## config.mk

```make
export PLATFORM = sky130hd
export DESIGN_NAME = mft_regs
export DESIGN_NICKNAME = d
export VERILOG_FILES = /design/src/inc/mft_pkg.sv /design/src/rtl/mft_trigger_decode.sv /design/src/rtl/mft_gyro_path.sv /design/src/rtl/mft_regs.sv
export SDC_FILE = /design/constraint.sdc
export NUM_CORES = 1
export LEC_CHECK = 0
export BUFFER_PORTS_ARGS = -buffer_cell sky130_fd_sc_hd__buf_2
export CORE_UTILIZATION = 40
export DETAILED_ROUTE_END_ITERATION = 16
export MAX_ROUTING_LAYER = met4
export PLACE_DENSITY = 0.72
export SYNTH_ARGS = -nofsm -noshare
export SYNTH_HDL_FRONTEND = slang
export SYNTH_SLANG_ARGS = --single-unit
```

## constraint.sdc

```tcl
create_clock -name pclk -period 1.6 [get_ports pclk]
set_input_delay 0.16 -clock pclk [delete_from_list [all_inputs] [get_ports pclk]]
set_output_delay 0.16 -clock pclk [all_outputs]
set_load 0.02 [all_outputs]
```

## src/inc/mft_pkg.sv

```systemverilog
// Package of the motion filter and trigger control register bank.
// Assumes one clock domain and an APB slave with 32-bit data words.
package mft_pkg;

  ////////////////////////////////////////////////////////////////////////////
  // Register indices and byte addresses, four bytes per index.
  localparam int MFT_ADDR_W = 12;
  localparam logic [7:0] MFT_IDX_LOWPASS = 8'h13;
  localparam logic [7:0] MFT_IDX_FILT_TRIG = 8'h15;
  localparam logic [7:0] MFT_IDX_GYRO_MODE = 8'h16;
  localparam logic [7:0] MFT_IDX_STATUS = 8'h20;
  localparam logic [11:0] MFT_ADDR_LOWPASS = {2'h0, MFT_IDX_LOWPASS, 2'h0};
  localparam logic [11:0] MFT_ADDR_FILT_TRIG = {2'h0, MFT_IDX_FILT_TRIG, 2'h0};
  localparam logic [11:0] MFT_ADDR_GYRO_MODE = {2'h0, MFT_IDX_GYRO_MODE, 2'h0};
  localparam logic [11:0] MFT_ADDR_STATUS = {2'h0, MFT_IDX_STATUS, 2'h0};

  ////////////////////////////////////////////////////////////////////////////
  // Field positions of filter_trigger_control.
  localparam int MFT_FT_EDGE_BIT = 7;
  localparam int MFT_FT_LEVEL_BIT = 6;
  localparam int MFT_FT_LATCH_BIT = 5;
  localparam int MFT_FT_ACCEL_PD_BIT = 4;
  localparam int MFT_FT_OFS_W_BIT = 3;
  localparam int MFT_FT_BW_HI = 2;
  localparam int MFT_FT_BW_LO = 0;

  // Field positions of gyro_mode_control.
  localparam int MFT_GM_PERF_DIS_BIT = 7;
  localparam int MFT_GM_HP_EN_BIT = 6;
  localparam int MFT_GM_HPM_HI = 5;
  localparam int MFT_GM_HPM_LO = 4;
  localparam int MFT_GM_RSVD_BIT = 3;
  localparam int MFT_GM_STAB_SRC_BIT = 2;
  localparam int MFT_GM_OFS_OUT_BIT = 1;
  localparam int MFT_GM_STAB_ON_BIT = 0;

  // Field position of the lowpass control register.
  localparam int MFT_LP_ONE_EN_BIT = 1;
  localparam logic [7:0] MFT_LP_WMASK = 8'h02;
  localparam logic [7:0] MFT_GM_WMASK = 8'hF7;

  ////////////////////////////////////////////////////////////////////////////
  // Reset values.
  localparam logic [7:0] MFT_FILT_TRIG_RST = 8'h00;
  localparam logic [7:0] MFT_GYRO_MODE_RST = 8'h00;
  localparam logic [7:0] MFT_LOWPASS_RST = 8'h00;

  // Trigger bit codes, ordered edge, level, latched.
  localparam logic [2:0] MFT_CODE_EDGE = 3'h4;
  localparam logic [2:0] MFT_CODE_LEVEL = 3'h2;
  localparam logic [2:0] MFT_CODE_LATCH = 3'h3;
  localparam logic [2:0] MFT_CODE_GATE = 3'h6;

  // Offset weight as the negative power of two in g per LSB.
  localparam logic [3:0] MFT_OFS_EXP_FINE = 4'hA;
  localparam logic [3:0] MFT_OFS_EXP_COARSE = 4'h6;

  ////////////////////////////////////////////////////////////////////////////
  typedef enum logic [2:0] {
    MFT_TRIG_NONE = 3'h0,
    MFT_TRIG_EDGE = 3'h1,
    MFT_TRIG_LEVEL = 3'h3,
    MFT_TRIG_LATCH = 3'h2,
    MFT_TRIG_GATE = 3'h6
  } mft_trig_mode_type;

  typedef struct packed {
    mft_trig_mode_type trig_mode;
    logic accel_hp_on;
    logic [3:0] offset_exp;
    logic gyro_lpf_on;
    logic [2:0] gyro_bw;
    logic gyro_hp_on;
    logic gyro_hpf_on;
    logic [1:0] gyro_hp_mode;
    logic stab_src;
    logic offset_on_out;
    logic stab_on;
  } mft_ctrl_type;

endpackage : mft_pkg

```

## src/rtl/mft_trigger_decode.sv

```systemverilog
// Decoder of the three data-enable trigger bits into a trigger mode.
// Assumes the bits come from registers on the same clock.
`timescale 1ns/100ps
`default_nettype none
module mft_trigger_decode
  import mft_pkg::*;
(
  input wire logic [2:0] trig_bits,
  output mft_pkg::mft_trig_mode_type mode,
  output logic known
);

  always_comb
  begin
    known = 1'b1;
    case (trig_bits)
      MFT_CODE_EDGE: mode = MFT_TRIG_EDGE;
      MFT_CODE_LEVEL: mode = MFT_TRIG_LEVEL;
      MFT_CODE_LATCH: mode = MFT_TRIG_LATCH;
      MFT_CODE_GATE: mode = MFT_TRIG_GATE;
      default:
      begin
        // Code 000 and the undefined codes switch triggering off; only 000 is flagged known.
        mode = MFT_TRIG_NONE;
        known = (trig_bits == 3'h0);
      end
    endcase
  end

endmodule : mft_trigger_decode
`default_nettype wire

```

## src/rtl/mft_gyro_path.sv

```systemverilog
// Derives the effective gyro filter controls from the register fields.
// Assumes all inputs are registers on the same clock.
`timescale 1ns/100ps
`default_nettype none
module mft_gyro_path
  import mft_pkg::*;
(
  input wire logic [7:0] gyro_mode,
  input wire logic lpf_one_en,
  input wire logic [2:0] bw_sel,
  output logic hp_on,
  output logic hpf_on,
  output logic lpf_on,
  output logic [2:0] bw
);

  always_comb
  begin
    hp_on = !gyro_mode[MFT_GM_PERF_DIS_BIT];
    // The high-pass filter needs high-performance mode.
    hpf_on = gyro_mode[MFT_GM_HP_EN_BIT] && hp_on;
    lpf_on = lpf_one_en;
    // The profile is held at zero while the first lowpass is off.
    bw = lpf_one_en ? bw_sel : 3'h0;
  end

endmodule : mft_gyro_path
`default_nettype wire

```

## src/rtl/mft_regs.sv

```systemverilog
// Motion filter and trigger control register bank with an APB slave.
// Assumes an APB master on pclk; the filters and trigger pin logic
// read the ctrl output and live outside this block.
//
// Function
// - Filter trigger register holds eight bit layout.
// - Codes 100 edge and 010 level triggering.
// - Code 011 selects latched level trigger mode.
// - Code 110 gates buffer storage by level.
// - Accel performance disable resets zero, one exits.
// - Offset weight selects two power ten or six.
// - Three bit field picks one of eight profiles.
// - Gyro mode register holds eight bit layout.
// - Gyro performance disable resets zero, one exits.
// - High-pass enable resets zero, needs performance mode.
// - Bandwidth acts only with first lowpass enabled.
//
// Decided for this implementation: register access over APB.
`timescale 1ns/100ps
`default_nettype none
module mft_regs
  import mft_pkg::*;
(
  input wire logic pclk,
  input wire logic presetn,
  input wire logic psel,
  input wire logic penable,
  input wire logic pwrite,
  input wire logic [mft_pkg::MFT_ADDR_W-1:0] paddr,
  input wire logic [31:0] pwdata,
  input wire logic [3:0] pstrb,
  output logic [31:0] prdata,
  output logic pready,
  output logic pslverr,
  output mft_pkg::mft_ctrl_type ctrl
);

  ////////////////////////////////////////////////////////////////////////////
  // Register state.
  logic [7:0] filt_q;
  logic [7:0] filt_d;
  logic [7:0] gyro_q;
  logic [7:0] gyro_d;
  logic [7:0] lowp_q;
  logic [7:0] lowp_d;
  logic [31:0] prdata_q;
  logic [31:0] prdata_d;
  logic pready_q;
  logic pready_d;
  logic pslverr_q;
  logic pslverr_d;
  mft_ctrl_type ctrl_q;
  mft_ctrl_type ctrl_d;

  logic setup;
  logic wr_take;
  logic hit;
  logic [7:0] status;
  mft_trig_mode_type trig_mode;
  logic trig_known;
  logic g_hp_on;
  logic g_hpf_on;
  logic g_lpf_on;
  logic [2:0] g_bw;

  ////////////////////////////////////////////////////////////////////////////
  // Decoders.
  mft_trigger_decode u_trig (
    .trig_bits(filt_q[MFT_FT_EDGE_BIT:MFT_FT_LATCH_BIT]),
    .mode(trig_mode),
    .known(trig_known)
  );

  mft_gyro_path u_gyro (
    .gyro_mode(gyro_q),
    .lpf_one_en(lowp_q[MFT_LP_ONE_EN_BIT]),
    .bw_sel(filt_q[MFT_FT_BW_HI:MFT_FT_BW_LO]),
    .hp_on(g_hp_on),
    .hpf_on(g_hpf_on),
    .lpf_on(g_lpf_on),
    .bw(g_bw)
  );

  ////////////////////////////////////////////////////////////////////////////
  // APB slave. The answer is prepared in the setup cycle, so every access
  // completes in the first access cycle with registered outputs.
  always_comb
  begin
    setup = psel && !penable;
    wr_take = psel && penable && pready_q && pwrite && !pslverr_q;
    hit = (paddr == MFT_ADDR_FILT_TRIG) || (paddr == MFT_ADDR_GYRO_MODE) ||
      (paddr == MFT_ADDR_LOWPASS) || (paddr == MFT_ADDR_STATUS);
    status = {trig_known, ctrl_q.trig_mode, ctrl_q.gyro_hpf_on,
      ctrl_q.gyro_lpf_on, ctrl_q.accel_hp_on, ctrl_q.gyro_hp_on};
    pready_d = setup;
    pslverr_d = setup && (!hit || (pwrite && (paddr == MFT_ADDR_STATUS)));
    prdata_d = prdata_q;
    if (setup)
    begin
      prdata_d = 32'h0000_0000;
      if (!pwrite)
      begin
        case (paddr)
          MFT_ADDR_FILT_TRIG: prdata_d[7:0] = filt_q;
          MFT_ADDR_GYRO_MODE: prdata_d[7:0] = gyro_q;
          MFT_ADDR_LOWPASS: prdata_d[7:0] = lowp_q;
          MFT_ADDR_STATUS: prdata_d[7:0] = status;
          default: prdata_d = 32'h0000_0000;
        endcase
      end
    end
  end

  ////////////////////////////////////////////////////////////////////////////
  // Register writes take effect at the completing edge, lane zero only.
  always_comb
  begin
    filt_d = filt_q;
    gyro_d = gyro_q;
    lowp_d = lowp_q;
    if (wr_take && pstrb[0])
    begin
      case (paddr)
        MFT_ADDR_FILT_TRIG: filt_d = pwdata[7:0];
        // The reserved bit is never stored, so a careless write cannot
        // upset the gyro path.
        MFT_ADDR_GYRO_MODE: gyro_d = pwdata[7:0] & MFT_GM_WMASK;
        MFT_ADDR_LOWPASS: lowp_d = pwdata[7:0] & MFT_LP_WMASK;
        default: filt_d = filt_q;
      endcase
    end
  end

  ////////////////////////////////////////////////////////////////////////////
  // Decoded controls for the filter and trigger logic.
  always_comb
  begin
    ctrl_d.trig_mode = trig_mode;
    ctrl_d.accel_hp_on = !filt_q[MFT_FT_ACCEL_PD_BIT];
    ctrl_d.offset_exp = filt_q[MFT_FT_OFS_W_BIT] ? MFT_OFS_EXP_COARSE : MFT_OFS_EXP_FINE;
    ctrl_d.gyro_lpf_on = g_lpf_on;
    ctrl_d.gyro_bw = g_bw;
    ctrl_d.gyro_hp_on = g_hp_on;
    ctrl_d.gyro_hpf_on = g_hpf_on;
    ctrl_d.gyro_hp_mode = gyro_q[MFT_GM_HPM_HI:MFT_GM_HPM_LO];
    ctrl_d.stab_src = gyro_q[MFT_GM_STAB_SRC_BIT];
    ctrl_d.offset_on_out = gyro_q[MFT_GM_OFS_OUT_BIT];
    ctrl_d.stab_on = gyro_q[MFT_GM_STAB_ON_BIT];
  end

  ////////////////////////////////////////////////////////////////////////////
  always_ff @(posedge pclk or negedge presetn)
  begin
    if (!presetn)
    begin
      filt_q <= MFT_FILT_TRIG_RST;
      gyro_q <= MFT_GYRO_MODE_RST;
      lowp_q <= MFT_LOWPASS_RST;
      prdata_q <= 32'h0000_0000;
      pready_q <= 1'b0;
      pslverr_q <= 1'b0;
      ctrl_q <= '0;
    end
    else
    begin
      filt_q <= filt_d;
      gyro_q <= gyro_d;
      lowp_q <= lowp_d;
      prdata_q <= prdata_d;
      pready_q <= pready_d;
      pslverr_q <= pslverr_d;
      ctrl_q <= ctrl_d;
    end
  end

  assign prdata = prdata_q;
  assign pready = pready_q;
  assign pslverr = pslverr_q;
  assign ctrl = ctrl_q;
endmodule : mft_regs
`default_nettype wire

```

---- Yosys cells after proc, flatten, opt, wreduce, memory -nomap -nowiden ----
Index checks and enable logic that the tools add are counted.
W data, S select, Z words.
word-level totals
  bits in registers ....................... 69
  input bits .............................. 53
  output and inout port bits .............. 53
  word-level logic and storage cells ...... 54
operators by class
  equality and inequality tests ........... 8
  mux-type cells .......................... 6
  reduce and logical (&&, ||, !) cells .... 23
operator list
  kind                   count
  $eq A12 B7 Y1 const B  3
  $pmux W8 S4            1
  $eq A12 B8 Y1 const B  1
  $pmux W3 S4            1
  $logic_and A1 B1 Y1    9
  $mux W8                1
  $eq A3 B2 Y1 const B   2
  $eq A3 B3 Y1 const B   2
  $reduce_and A2 Y1      3
  $logic_not A1 Y1       5
  $logic_or A1 B1 Y1     4
  $mux W4                1
  $reduce_or A4 Y1       1
  $logic_not A3 Y1       1
  $mux W3                1
  $mux W1                1

---- Depth between registers and ports, before layout ----
Gate-level depths: netlist (run 1).
  depth after elaboration ................. 7
  depth in mapped cells ................... 7
  mapped depth without buffers ............ 4

---- By module ----
A second synthesis (run 1) with hierarchy kept.
second synthesis, totals
  cell total of the unflattened synthesis .. 166
  area, all modules ....................... 2,029.4 um^2
modules (own cells, without submodules)
  module              instances  cells each  area an instance (um^2)  sequential area each (um^2)
  mft_regs            1          154         1,954.4                  1,101.1
  mft_trigger_decode  1          6           38.8                     0.0
  mft_gyro_path       1          6           36.3                     0.0

---- Worst setup path after synthesis (run 1) ----
No wires, ideal clock.
  path type ............................... input to register
  from .................................... input port paddr[9] (netlist bit)
  to ...................................... register gyro_q[0]
  arrival ................................. 1.552 ns
  data required time ...................... 1.475 ns
  setup slack ............................. -0.076 ns
  stages .................................. 4
  cell sequence ........................... or4_4 -> nor4_4 -> nand3_2 -> mux2_2
on the way
  longest elaborated chain between the ends .. 2
ends and longest elaborated chain
  element                      line             RTL
  from (decl)                  mft_regs.sv:29   input wire logic [mft_pkg::MFT_ADDR_W-1:0] paddr,
  $eq A12 B7 Y1                mft_regs.sv:123  case (paddr)
  $reduce_and A2 Y1 (no line)  --
  to (signal assigned)         mft_regs.sv:167  gyro_q <= gyro_d;
  to (decl)                    mft_regs.sv:42   logic [7:0] gyro_q;
No other way between the ends.
A chain may end at the register's enable or synchronous reset.

---- Final worst setup path (run 1) ----
  from .................................... input port paddr[10] (netlist bit)
  to ...................................... register lowp_q[1]
on the way
  longest elaborated chain between the ends .. 2
ends and longest elaborated chain
  element                      line             RTL
  $eq A12 B7 Y1                mft_regs.sv:123
  $reduce_and A2 Y1 (no line)  --
  to (signal assigned)         mft_regs.sv:168  lowp_q <= lowp_d;
  to (decl)                    mft_regs.sv:44   logic [7:0] lowp_q;
No other way between the ends.

==> results of run 1 <==
-- cell families after synthesis --
| logic type | count (synthesis) | synth area share |
|---|---|---|
| flops | 44 | 0.555 |
| buf+inv | 38 | 0.120 |
| simple gates | 36 | 0.120 |
| compound gates | 29 | 0.102 |
| mux | 16 | 0.0907 |
| xor+xnor | 2 | 0.00882 |
| other cells | 2 | 0.00378 |
-- cell type report --
type	instances	area, sq um
multi-input cells	109	756
repair buffers	72	410
fillers	464	2290
inverters	6	22.5
clock inverters	1	7.51
well taps	67	83.8
clock buffers	7	86.3
flip-flops and latches	44	1100
-- power by group --
part / switching [mW] / internal [mW] / leakage, nW
combinational: 0.127 / 0.0579 / 0.675
clock: 0.365 / 0.351 / 0.0445
sequential: 0.00133 / 1.11 / 0.595
-- timing repair --
action	CTS	global route
pin swaps	1	1
setup buffers	1	0
hold endpoints to repair	22	0
gates resized for setup	2	3
endpoints found under the setup margin	16	8
hold buffers	1	0
-- flip-flops by register name, indices dropped and copies added, names as in the netlist --
signal   count
ctrl        18
filt_q       8
gyro_q       7
lowp_q       1
prdata       8
pready       1
pslverr      1
-- routing by layer --
layer  wire length (microns)  global-route usage
met1                    1660               0.202
met2                    1980               0.269
met3                     267              0.0431
met4                      48              0.0523
met5                       0                   -
-- per-stage QoR --
stage	instances	utilization
2_1_floorplan	191	-
3_3_place_gp	296	0.491
3_5_place_dp	296	0.491
4_1_cts	306	0.517
5_1_grt	306	0.519
6_report	306	0.519
-- synthesized netlist by cell type --
master,count,share of area
a2111oi_0,1,0.0044
a211oi_1,1,0.0038
a21boi_0,1,0.0038
a21oi_1,3,0.0076
a221oi_1,3,0.013
a22o_1,4,0.018
a22oi_1,5,0.019
and2_0,1,0.0032
and2_1,4,0.013
and3_1,2,0.0063
and3b_1,2,0.0088
buf_2,2,0.0050
buf_4,25,0.095
clkbuf_1,5,0.0095
conb_1,2,0.0038
dfrtp_1,44,0.55
inv_1,6,0.011
mux2_2,16,0.091
nand2_1,8,0.015
nand2_2,1,0.0032
nand2b_1,1,0.0032
nand3_2,1,0.0050
nand3b_1,3,0.011
nand4b_1,2,0.0088
nor2_1,2,0.0038
nor2b_1,3,0.0095
nor4_1,2,0.0063
nor4_4,1,0.011
o21a_1,1,0.0038
o21ai_0,8,0.020
o2bb2ai_1,2,0.0088
or2_2,1,0.0032
or3_1,1,0.0032
or4_4,1,0.0057
xnor2_1,2,0.0088
-- worst paths after layout --
path                            from        end  slack [ns]  cells after the start
min                        pwdata[3]  filt_q[3]        0.09                      2
max in group asynchronous    presetn    ctrl[4]        0.70                      3
min in group asynchronous    presetn  prdata[0]        0.36                      2
min reg2reg                gyro_q[5]    ctrl[4]        0.41                      0
max                        paddr[10]  lowp_q[1]      -0.002                      7
max reg2reg                  pslverr  lowp_q[1]        0.04                      6
==> run summary, run 1 <==
Via-to-Cell Ratio - 4.66
FF+latch count, synth - 44
Post-place setup slack - -0.243 ns
Warnings, synthesis - 0
GP Congestion - 0.745
Starting density of the core - 0.418
Post-Synthesis Cells - 167
Clock slew at reported path FFs - 0.08 ns
Worst Skew - 0.00491 ns
Syn Std Cell Area - 0.00199 sq mm
Core area - 0.00475 sq mm
Detailed Routing Iterations Pass 1 - 4
Root Buffer Master - clkbuf_8
First-pass GRT wire length - 6.22 mm
Total GRT Usage - 0.166
Max Cap Violations - 0
Pwr Density - 817 mW/mm^2
Seq/Total Area, Yosys - 0.555
Hpwl dp - 3.00 mm
Delay-heaviest family, CP - simple AND/OR/NAND/NOR gates
Final WS setup - -0.00198 ns
Crit start category - input port
Critical Path RT - 1.79 ns
Leakage - 1.31 nW
Initial drt markers - 46
CTS tree - done
Placed cell area - 0.00234 sq mm
Max VDD drop - 816 uV
Core Rows - 25
Syn avg cell area - 11.9 sq um
Total CTS buffers - 5
Total Nets Final - 291
Post-route DRC - 0
Failing checks - negative setup slack
Fin. max-slew vios - 0
Slew @ Worst Pin - 0.507 ns
Clock sink total - 44
Htree depth - 2
Port buffer count - 53
Slew headroom - 0.662
Largest net degree at the start of global routing - 25
Grt total ovfl - 0
Hold Fails Final Rpt - 0
Die area - 0.00525 sq mm
Fin crit share - 1.00
Crit-path max FO - 3
Post-synth cell types - 35
Crit path buffers/inverters - 3
Die X - 72.5 microns
Most common cell after layout, fill and taps aside - buf_2
Drt total wl - 3.96 mm
Post-route cell area - 0.00247 sq mm
Crit path capture type - flip-flop
Fmax - 0.624 GHz
CP cell instances - buf_2 > or4_4 > nor4_4 > buf_4 > buf_4 > nand4b_1 > mux2_2
Hold Path Class - input port to flip-flop
Most frequent cells in the layout - 53 x buf_2, 44 x dfrtp_1, 26 x conb_1
Final setup violation count - 1
Tmin final - 1.60 ns
Antenna-violating nets left - 0
Area growth syn-to-layout - 24.3%
Layout cell share with drive strength beyond 1 - 0.418
Setup TNS - -0.00198 ns
WL/cell - 12.9 microns
Most used cell, CP - buf_4
RSZ-0062 raised after global routing - yes
Initial antenna violation count - 0
I/O pins - 106
CTS Buffer Depth - 2
Clk_lat worst skew - 0.30 ns
Via Count - 1427
Largest stage delay on the critical path - 0.57 ns
Die height - 72.5 microns
Critical Path AT - 1.79 ns
Slowest stage cell, crit path - or4_4
Critical path class - input port to flip-flop
Diodes inserted - 0
Status - finished with violations
Final Power - 2.02 mW
Min Hold Slack - 0.0887 ns
Number of global-route vias before repair - 1287
Power figures use the tool's default switching activity.
==> run 2: changes to the inputs <==
--- a/config.mk
+++ b/config.mk
@@ -6,10 +6,13 @@
 export NUM_CORES = 1
 export LEC_CHECK = 0
 export BUFFER_PORTS_ARGS = -buffer_cell sky130_fd_sc_hd__buf_2
-export CORE_UTILIZATION = 40
+export CELL_PAD_IN_SITES_DETAIL_PLACEMENT = 2
+export CELL_PAD_IN_SITES_GLOBAL_PLACEMENT = 2
+export CORE_UTILIZATION = 26
 export DETAILED_ROUTE_END_ITERATION = 16
 export MAX_ROUTING_LAYER = met4
-export PLACE_DENSITY = 0.72
+export PLACE_DENSITY = 0.89
+export REMOVE_ABC_BUFFERS = 1
 export SYNTH_ARGS = -nofsm -noshare
 export SYNTH_HDL_FRONTEND = slang
 export SYNTH_SLANG_ARGS = --single-unit
==> run 2 against run 1 <==
The flow now finishes without violations. Sequential share of layout area fell by 0.34 points. Utilization decreased by 18 points. Clock skew grew 0.0016 ns. Setup slack better by 0.077 ns. Combinational power increased by 2%. Worst hold slack gained 0.014 ns. Register-to-register slack better by 0.04 ns. Sequential cell count is the same. Cell area grew 0.76%. Clock-buffer cell count decreased by 1. Non-clock buffer count fell by 3. First-iteration DRC count shrank 43%. Critical path type unchanged. Highest routed layer unchanged.
==> run summary, run 2 (same netlist as run 1, synthesis figures left out) <==
Total Nets Final - 288 (-1.0%)
Hold Path Class - input port to flip-flop
Crit path capture type - flip-flop
Final setup violation count - 0 (-1)
Pwr Density - 822 mW/mm^2 (+0.57%)
Initial antenna violation count - 0 (unchanged)
Most common cell after layout, fill and taps aside - buf_2
Crit-path max FO - 7 (+4)
Max reg flops - 18 (unchanged)
Path length in cells of the critical path - 6 (-1)
Post-place setup slack - -0.447 ns (-0.204 ns)
Worst Skew - 0.00651 ns (+0.00161 ns)
Largest net degree at the start of global routing - 19 (-24%)
Diodes inserted - 0 (unchanged)
Port buffer count - 53 (unchanged)
Drt total wl - 5.07 mm (+28%)
R2r startpoint - pslverr
Fin crit share - 0.953 (-0.0484)
Slew @ Worst Pin - 0.600 ns (+0.0931 ns)
Via Count - 1452 (+1.8%)
CTS tree - done
Die X - 89.4 microns (+23%)
Core area - 0.00733 sq mm (+54%)
I/O pins - 106 (unchanged)
Die height - 89.4 microns (+23%)
GP Congestion - 0.767 (+2.9%)
Fmax - 0.656 GHz (+5.1%)
First-pass GRT wire length - 7.67 mm (+23%)
WL/cell - 15.1 microns (+17%)
Detailed Routing Iterations Pass 1 - 4 (unchanged)
Crit start category - input port
Die area - 0.00799 sq mm (+52%)
Register area - 0.00110 sq mm (unchanged)
Max Cap Violations - 0 (unchanged)
Area growth syn-to-layout - 25.2%
Grt total ovfl - 0 (unchanged)
CTS Buffer Depth - 2 (unchanged)
Core Rows - 31 (+24%)
Clk_lat worst skew - 0.30 ns (about the same)
Post-route DRC - 0 (unchanged)
Total GRT Usage - 0.137 (-0.0288)
Total CTS buffers - 5 (unchanged)
Clock slew at reported path FFs - 0.08 ns (about the same)
Slowest stage cell, crit path - or4_4
Critical path class - input port to flip-flop
R2R Setup Slk - 0.08 ns (+0.04 ns)
Layout cell share with drive strength beyond 1 - 0.415 (-0.00316)
Fin. max-slew vios - 0 (unchanged)
Max VDD drop - 248 uV (-70%)
Critical Path Start - paddr[9]
Hold Fails Final Rpt - 0 (unchanged)
Largest stage delay on the critical path - 0.54 ns (-0.03 ns)
Fill count - 822 (+77%)
Clock sink total - 44 (unchanged)
Slew headroom - 0.599 (-0.0629)
Min Hold Slack - 0.103 ns (+0.0140 ns)
Leakage - 1.31 nW (-0.49%)
Final Power - 2.04 mW (+1.3%)
Critical Path AT - 1.72 ns (-0.07 ns)
Status - complete, no violations
Htree depth - 2 (unchanged)
Critical Path RT - 1.79 ns (about the same)
RSZ-0062 raised after global routing - yes
Antenna-violating nets left - 0 (unchanged)
Final WS setup - 0.0755 ns (+0.0774 ns)
Via-to-Cell Ratio - 4.33 (-7.1%)
Root Buffer Master - clkbuf_8
Hpwl dp - 3.98 mm (+33%)
Crit path buffers/inverters - 2 (-1)
Tmin final - 1.52 ns (-0.0774 ns)
CP cell instances - buf_2 > or4_4 > nor4_4 > buf_4 > nand3_4 > mux2_2
Delay-heaviest family, CP - simple AND/OR/NAND/NOR gates
Initial drt markers - 26 (-43%)
Critical path endpoint - gyro_q[5]
R2R depth - 5 (-1)
Most frequent cells in the layout - 53 x buf_2, 44 x dfrtp_1, 26 x conb_1
Starting density of the core - 0.271 (-0.147)
RR Endpoint - gyro_q[5]
Area occupied by multi-input gates - 754 sq um (-0.17%)
Number of global-route vias before repair - 1481 (+15%)
-- run 2: changes by cell type in the layout (fill, tap and decap cells not counted), sizes merged --
| cell | before | now |
|---|---|---|
| clkinvlp | 1 | 0 |
| inv | 6 | 7 |
| clkinv | 0 | 1 |
| buf | 71 | 68 |
| clkbuf | 7 | 6 |
-- run 2: worst min path at each step --
stage	cells past startpoint	to	from	slack [ns]
final	2	filt_q[3]	pwdata[3]	0.10
after global routing	2	filt_q[3]	pwdata[3]	0.1
after CTS	2	filt_q[5]	pwdata[5]	0.1
after detailed placement	1	ctrl[0]	presetn	0.09
after global placement	1	ctrl[0]	presetn	0.08
after floorplan	0	ctrl[0]	presetn	-0.14
-- run 2: layer usage --
layer	GRT usage	up-vias	wire length [microns]
li1	-	658	-
met1	0.153	743	2070
met2	0.238	44	2670
met3	0.0406	7	277
met4	0.0346	0	49
met5	-	-	0
-- run 2: report_power, final --
part / internal, mW / total (mW) / switching, mW / leakage [nW]
clock: 0.353 / 0.739 / 0.386 / 0.0516
sequential: 1.11 / 1.12 / 0.00136 / 0.595
combinational: 0.0557 / 0.188 / 0.133 / 0.661
-- run 2: cell type report --
| class | instances | area share |
|---|---|---|
| clock inverters | 2 | 0.00554 |
| multi-input cells | 109 | 0.303 |
| flip-flops and latches | 44 | 0.443 |
| inverters | 6 | 0.00906 |
| repair buffers | 69 | 0.156 |
| clock buffers | 6 | 0.0332 |
| well taps | 99 | 0.0498 |
-- run 2: metrics by stage --
| step | cells | utilization | instance area, sq um | TNS, ns |
|---|---|---|---|---|
| floorplan | 159 | - | 1860 | -0.768 |
| global placement | 325 | 0.321 | 2350 | -6.43 |
| detailed placement | 325 | 0.321 | 2350 | -8.08 |
| CTS | 334 | 0.337 | 2470 | -0.286 |
| global route | 335 | 0.339 | 2490 | -0.0445 |
| finish | 335 | 0.339 | 2490 | 0 |
-- run 2: timing repair --
item                                    CTS  global route
resized for setup                         3             1
buffers inserted                          0             1
endpoints found under the setup margin   13            16
hold buffers                              1             0
hold endpoints to repair                 14             0
==> run 3: changes to the inputs <==
--- a/config.mk
+++ b/config.mk
@@ -8,10 +8,10 @@
 export BUFFER_PORTS_ARGS = -buffer_cell sky130_fd_sc_hd__buf_2
 export CELL_PAD_IN_SITES_DETAIL_PLACEMENT = 2
 export CELL_PAD_IN_SITES_GLOBAL_PLACEMENT = 2
-export CORE_UTILIZATION = 26
+export CORE_UTILIZATION = 24
 export DETAILED_ROUTE_END_ITERATION = 16
 export MAX_ROUTING_LAYER = met4
-export PLACE_DENSITY = 0.89
+export PLACE_DENSITY = 0.87
 export REMOVE_ABC_BUFFERS = 1
 export SYNTH_ARGS = -nofsm -noshare
 export SYNTH_HDL_FRONTEND = slang
==> constraint.sdc (replaced) <==
create_clock -name pclk -period 1.35 [get_ports pclk]
set_input_delay 0.135 -clock pclk [delete_from_list [all_inputs] [get_ports pclk]]
set_output_delay 0.135 -clock pclk [all_outputs]
set_load 0.02 [all_outputs]
==> run 3 against run 2 <==
Routed wire length grew 1.8%. Global-route usage shrank 0.75 points. The run now ends with negative setup slack left. Register-to-register slack got worse by 0.23 ns. Clock skew about the same. Clock-buffer cell count up 1. Combinational power rose by 24%. Critical path type unchanged. Utilization is 1.8 points lower.
==> run summary, run 3 (same netlist as run 1, synthesis figures left out) <==
Critical Path RT - 1.53 ns (-0.26 ns)
RSZ-0062 raised after global routing - yes
Hpwl dp - 4.11 mm (+3.2%)
GP Congestion - 0.746 (-2.7%)
Core Rows - 32 (+3.2%)
Initial antenna violation count - 0 (unchanged)
Status - finished with violations
Final WS setup - -0.154 ns (-0.229 ns)
Fmax - 0.665 GHz
Max reg flops - 18 (unchanged)
Number of global-route vias before repair - 1597 (+7.8%)
Clock sink total - 44 (unchanged)
Die height - 93.0 microns (+4.0%)
Area growth syn-to-layout - 27.0%
First-pass GRT wire length - 8.25 mm (+7.7%)
Diodes inserted - 0 (unchanged)
CTS Buffer Depth - 2 (unchanged)
Post-route cell area - 0.00252 sq mm (+1.5%)
Detailed Routing Iterations Pass 1 - 4 (unchanged)
Final Power - 2.40 mW (+17%)
Total CTS buffers - 5 (unchanged)
Fill count - 890 (+8.3%)
Worst Skew - 0.00620 ns (-0.000319 ns)
Critical path class - input port to flip-flop
Pwr Density - 952 mW/mm^2 (+16%)
Hold Path Class - input port to flip-flop
Starting density of the core - 0.253 (-0.0178)
Largest net degree at the start of global routing - 21 (+2)
Most frequent cells in the layout - 53 x buf_2, 44 x dfrtp_1, 26 x conb_1
Antenna-violating nets left - 0 (unchanged)
Crit-path max FO - 7 (unchanged)
Critical Path AT - 1.68 ns (-0.04 ns)
Via-to-Cell Ratio - 4.25 (-1.9%)
Max VDD drop - 275 uV (+11%)
Fin. max-slew vios - 0 (unchanged)
Post-place setup slack - -0.621 ns (-0.174 ns)
Via Count - 1446 (-0.41%)
Clock slew at reported path FFs - 0.08 ns (about the same)
Leakage - 1.31 nW (+0.39%)
Port buffer count - 53 (unchanged)
Drt total wl - 5.16 mm (+1.8%)
Core area - 0.00785 sq mm (+7.0%)
Crit start category - input port
Slowest stage cell, crit path - or4_4
CTS tree - done
Total GRT Usage - 0.129 (-0.00746)
Clk_lat worst skew - 0.29 ns (about the same)
Failing checks - negative setup slack
Cells after DPL - 330 (+1.5%)
Hold Fails Final Rpt - 0 (unchanged)
Initial drt markers - 19 (-27%)
Final core utilization - 0.321 (-0.0177)
Max Cap Violations - 0 (unchanged)
Crit path capture type - flip-flop
Post-route DRC - 0 (unchanged)
Final setup violation count - 16 (+16)
Die area - 0.00864 sq mm (+8.1%)
Largest stage delay on the critical path - 0.56 ns (+0.02 ns)
WL/cell - 15.2 microns (+0.32%)
CP cell instances - buf_2 > or4_4 > nor4_4 > buf_4 > nand3_4 > mux2_2
Final non-filler cell total - 340 (+1.5%)
Placed cell area - 0.00237 sq mm (+0.80%)
Tmin final - 1.50 ns
Htree depth - 2 (unchanged)
Most common cell after layout, fill and taps aside - buf_2
Total Nets Final - 290 (+0.69%)
Layout cell share with drive strength beyond 1 - 0.420 (+0.00491)
I/O pins - 106 (unchanged)
Root Buffer Master - clkbuf_8
Grt total ovfl - 0 (unchanged)
Die X - 93.0 microns (+4.0%)
Fin crit share - 1.11
-- run 3: final cells by class --
| class | instances | area (sq um) | area share |
|---|---|---|---|
| Clock inverter | 1 | 7.51 | 0.00298 |
| Multi-Input combinational cell | 109 | 774 | 0.307 |
| Inverter | 6 | 22.5 | 0.00893 |
| Tap cell | 102 | 128 | 0.0506 |
| Sequential cell | 44 | 1100 | 0.437 |
| Timing Repair Buffer | 71 | 403 | 0.160 |
| Clock buffer | 7 | 86.3 | 0.0342 |
-- run 3: worst paths after layout --
check / depth (start not counted) / slack, ns / from / endpoint
hold reg to reg: 0 / 0.42 / gyro_q[1] / ctrl[1]
setup reg to reg: 5 / -0.15 / pslverr / gyro_q[4]
max in group asynchronous: 3 / 0.46 / presetn / ctrl[16]
setup / recovery: 6 / -0.15 / paddr[9] / gyro_q[4]
min in group asynchronous: 2 / 0.32 / presetn / ctrl[0]
hold / removal: 2 / 0.08 / pwdata[3] / filt_q[3]
-- run 3: power by group --
| part | internal (mW) | total, mW | switching, mW | leakage (nW) |
|---|---|---|---|---|
| logic | 0.0718 | 0.233 | 0.162 | 0.674 |
| clock network | 0.416 | 0.844 | 0.429 | 0.0445 |
| registers | 1.32 | 1.32 | 0.00176 | 0.595 |
-- run 3: worst max-delay path, delay by kind of cell --
family | cells | cell delay [ns]
and+or+nand+nor | 3 | 0.95
muxes | 1 | 0.31
buffers and inverters | 2 | 0.28
-- run 3: what timing repair did --
| item | 4_1_cts | 5_1_grt |
|---|---|---|
| pin swaps | 0 | 3 |
| setup buffers | 1 | 0 |
| hold endpoints to repair | 18 | 0 |
| gates resized for setup | 7 | 5 |
| hold buffers | 1 | 0 |
| endpoints found under the setup margin | 24 | 24 |
-- run 3: metal layers --
metal  wire length [microns]  vias up  global-route usage  part of all wire
met5                       0        -                   -                 0
met4                      60        0              0.0385             0.012
met3                     239        7              0.0279             0.046
met2                    2720       50               0.227              0.53
met1                    2140      715               0.147              0.41
li1                        -      674                   -                 -
-- run 3: stage by stage --
step	hold WS [ns]	setup TNS (ns)
finish	0.0814	-2.11
global route	0.0851	-3.35
CTS	0.0826	-2.26
detailed placement	0.106	-13.37
global placement	0.0966	-11.37
floorplan	-0.161	-4.88
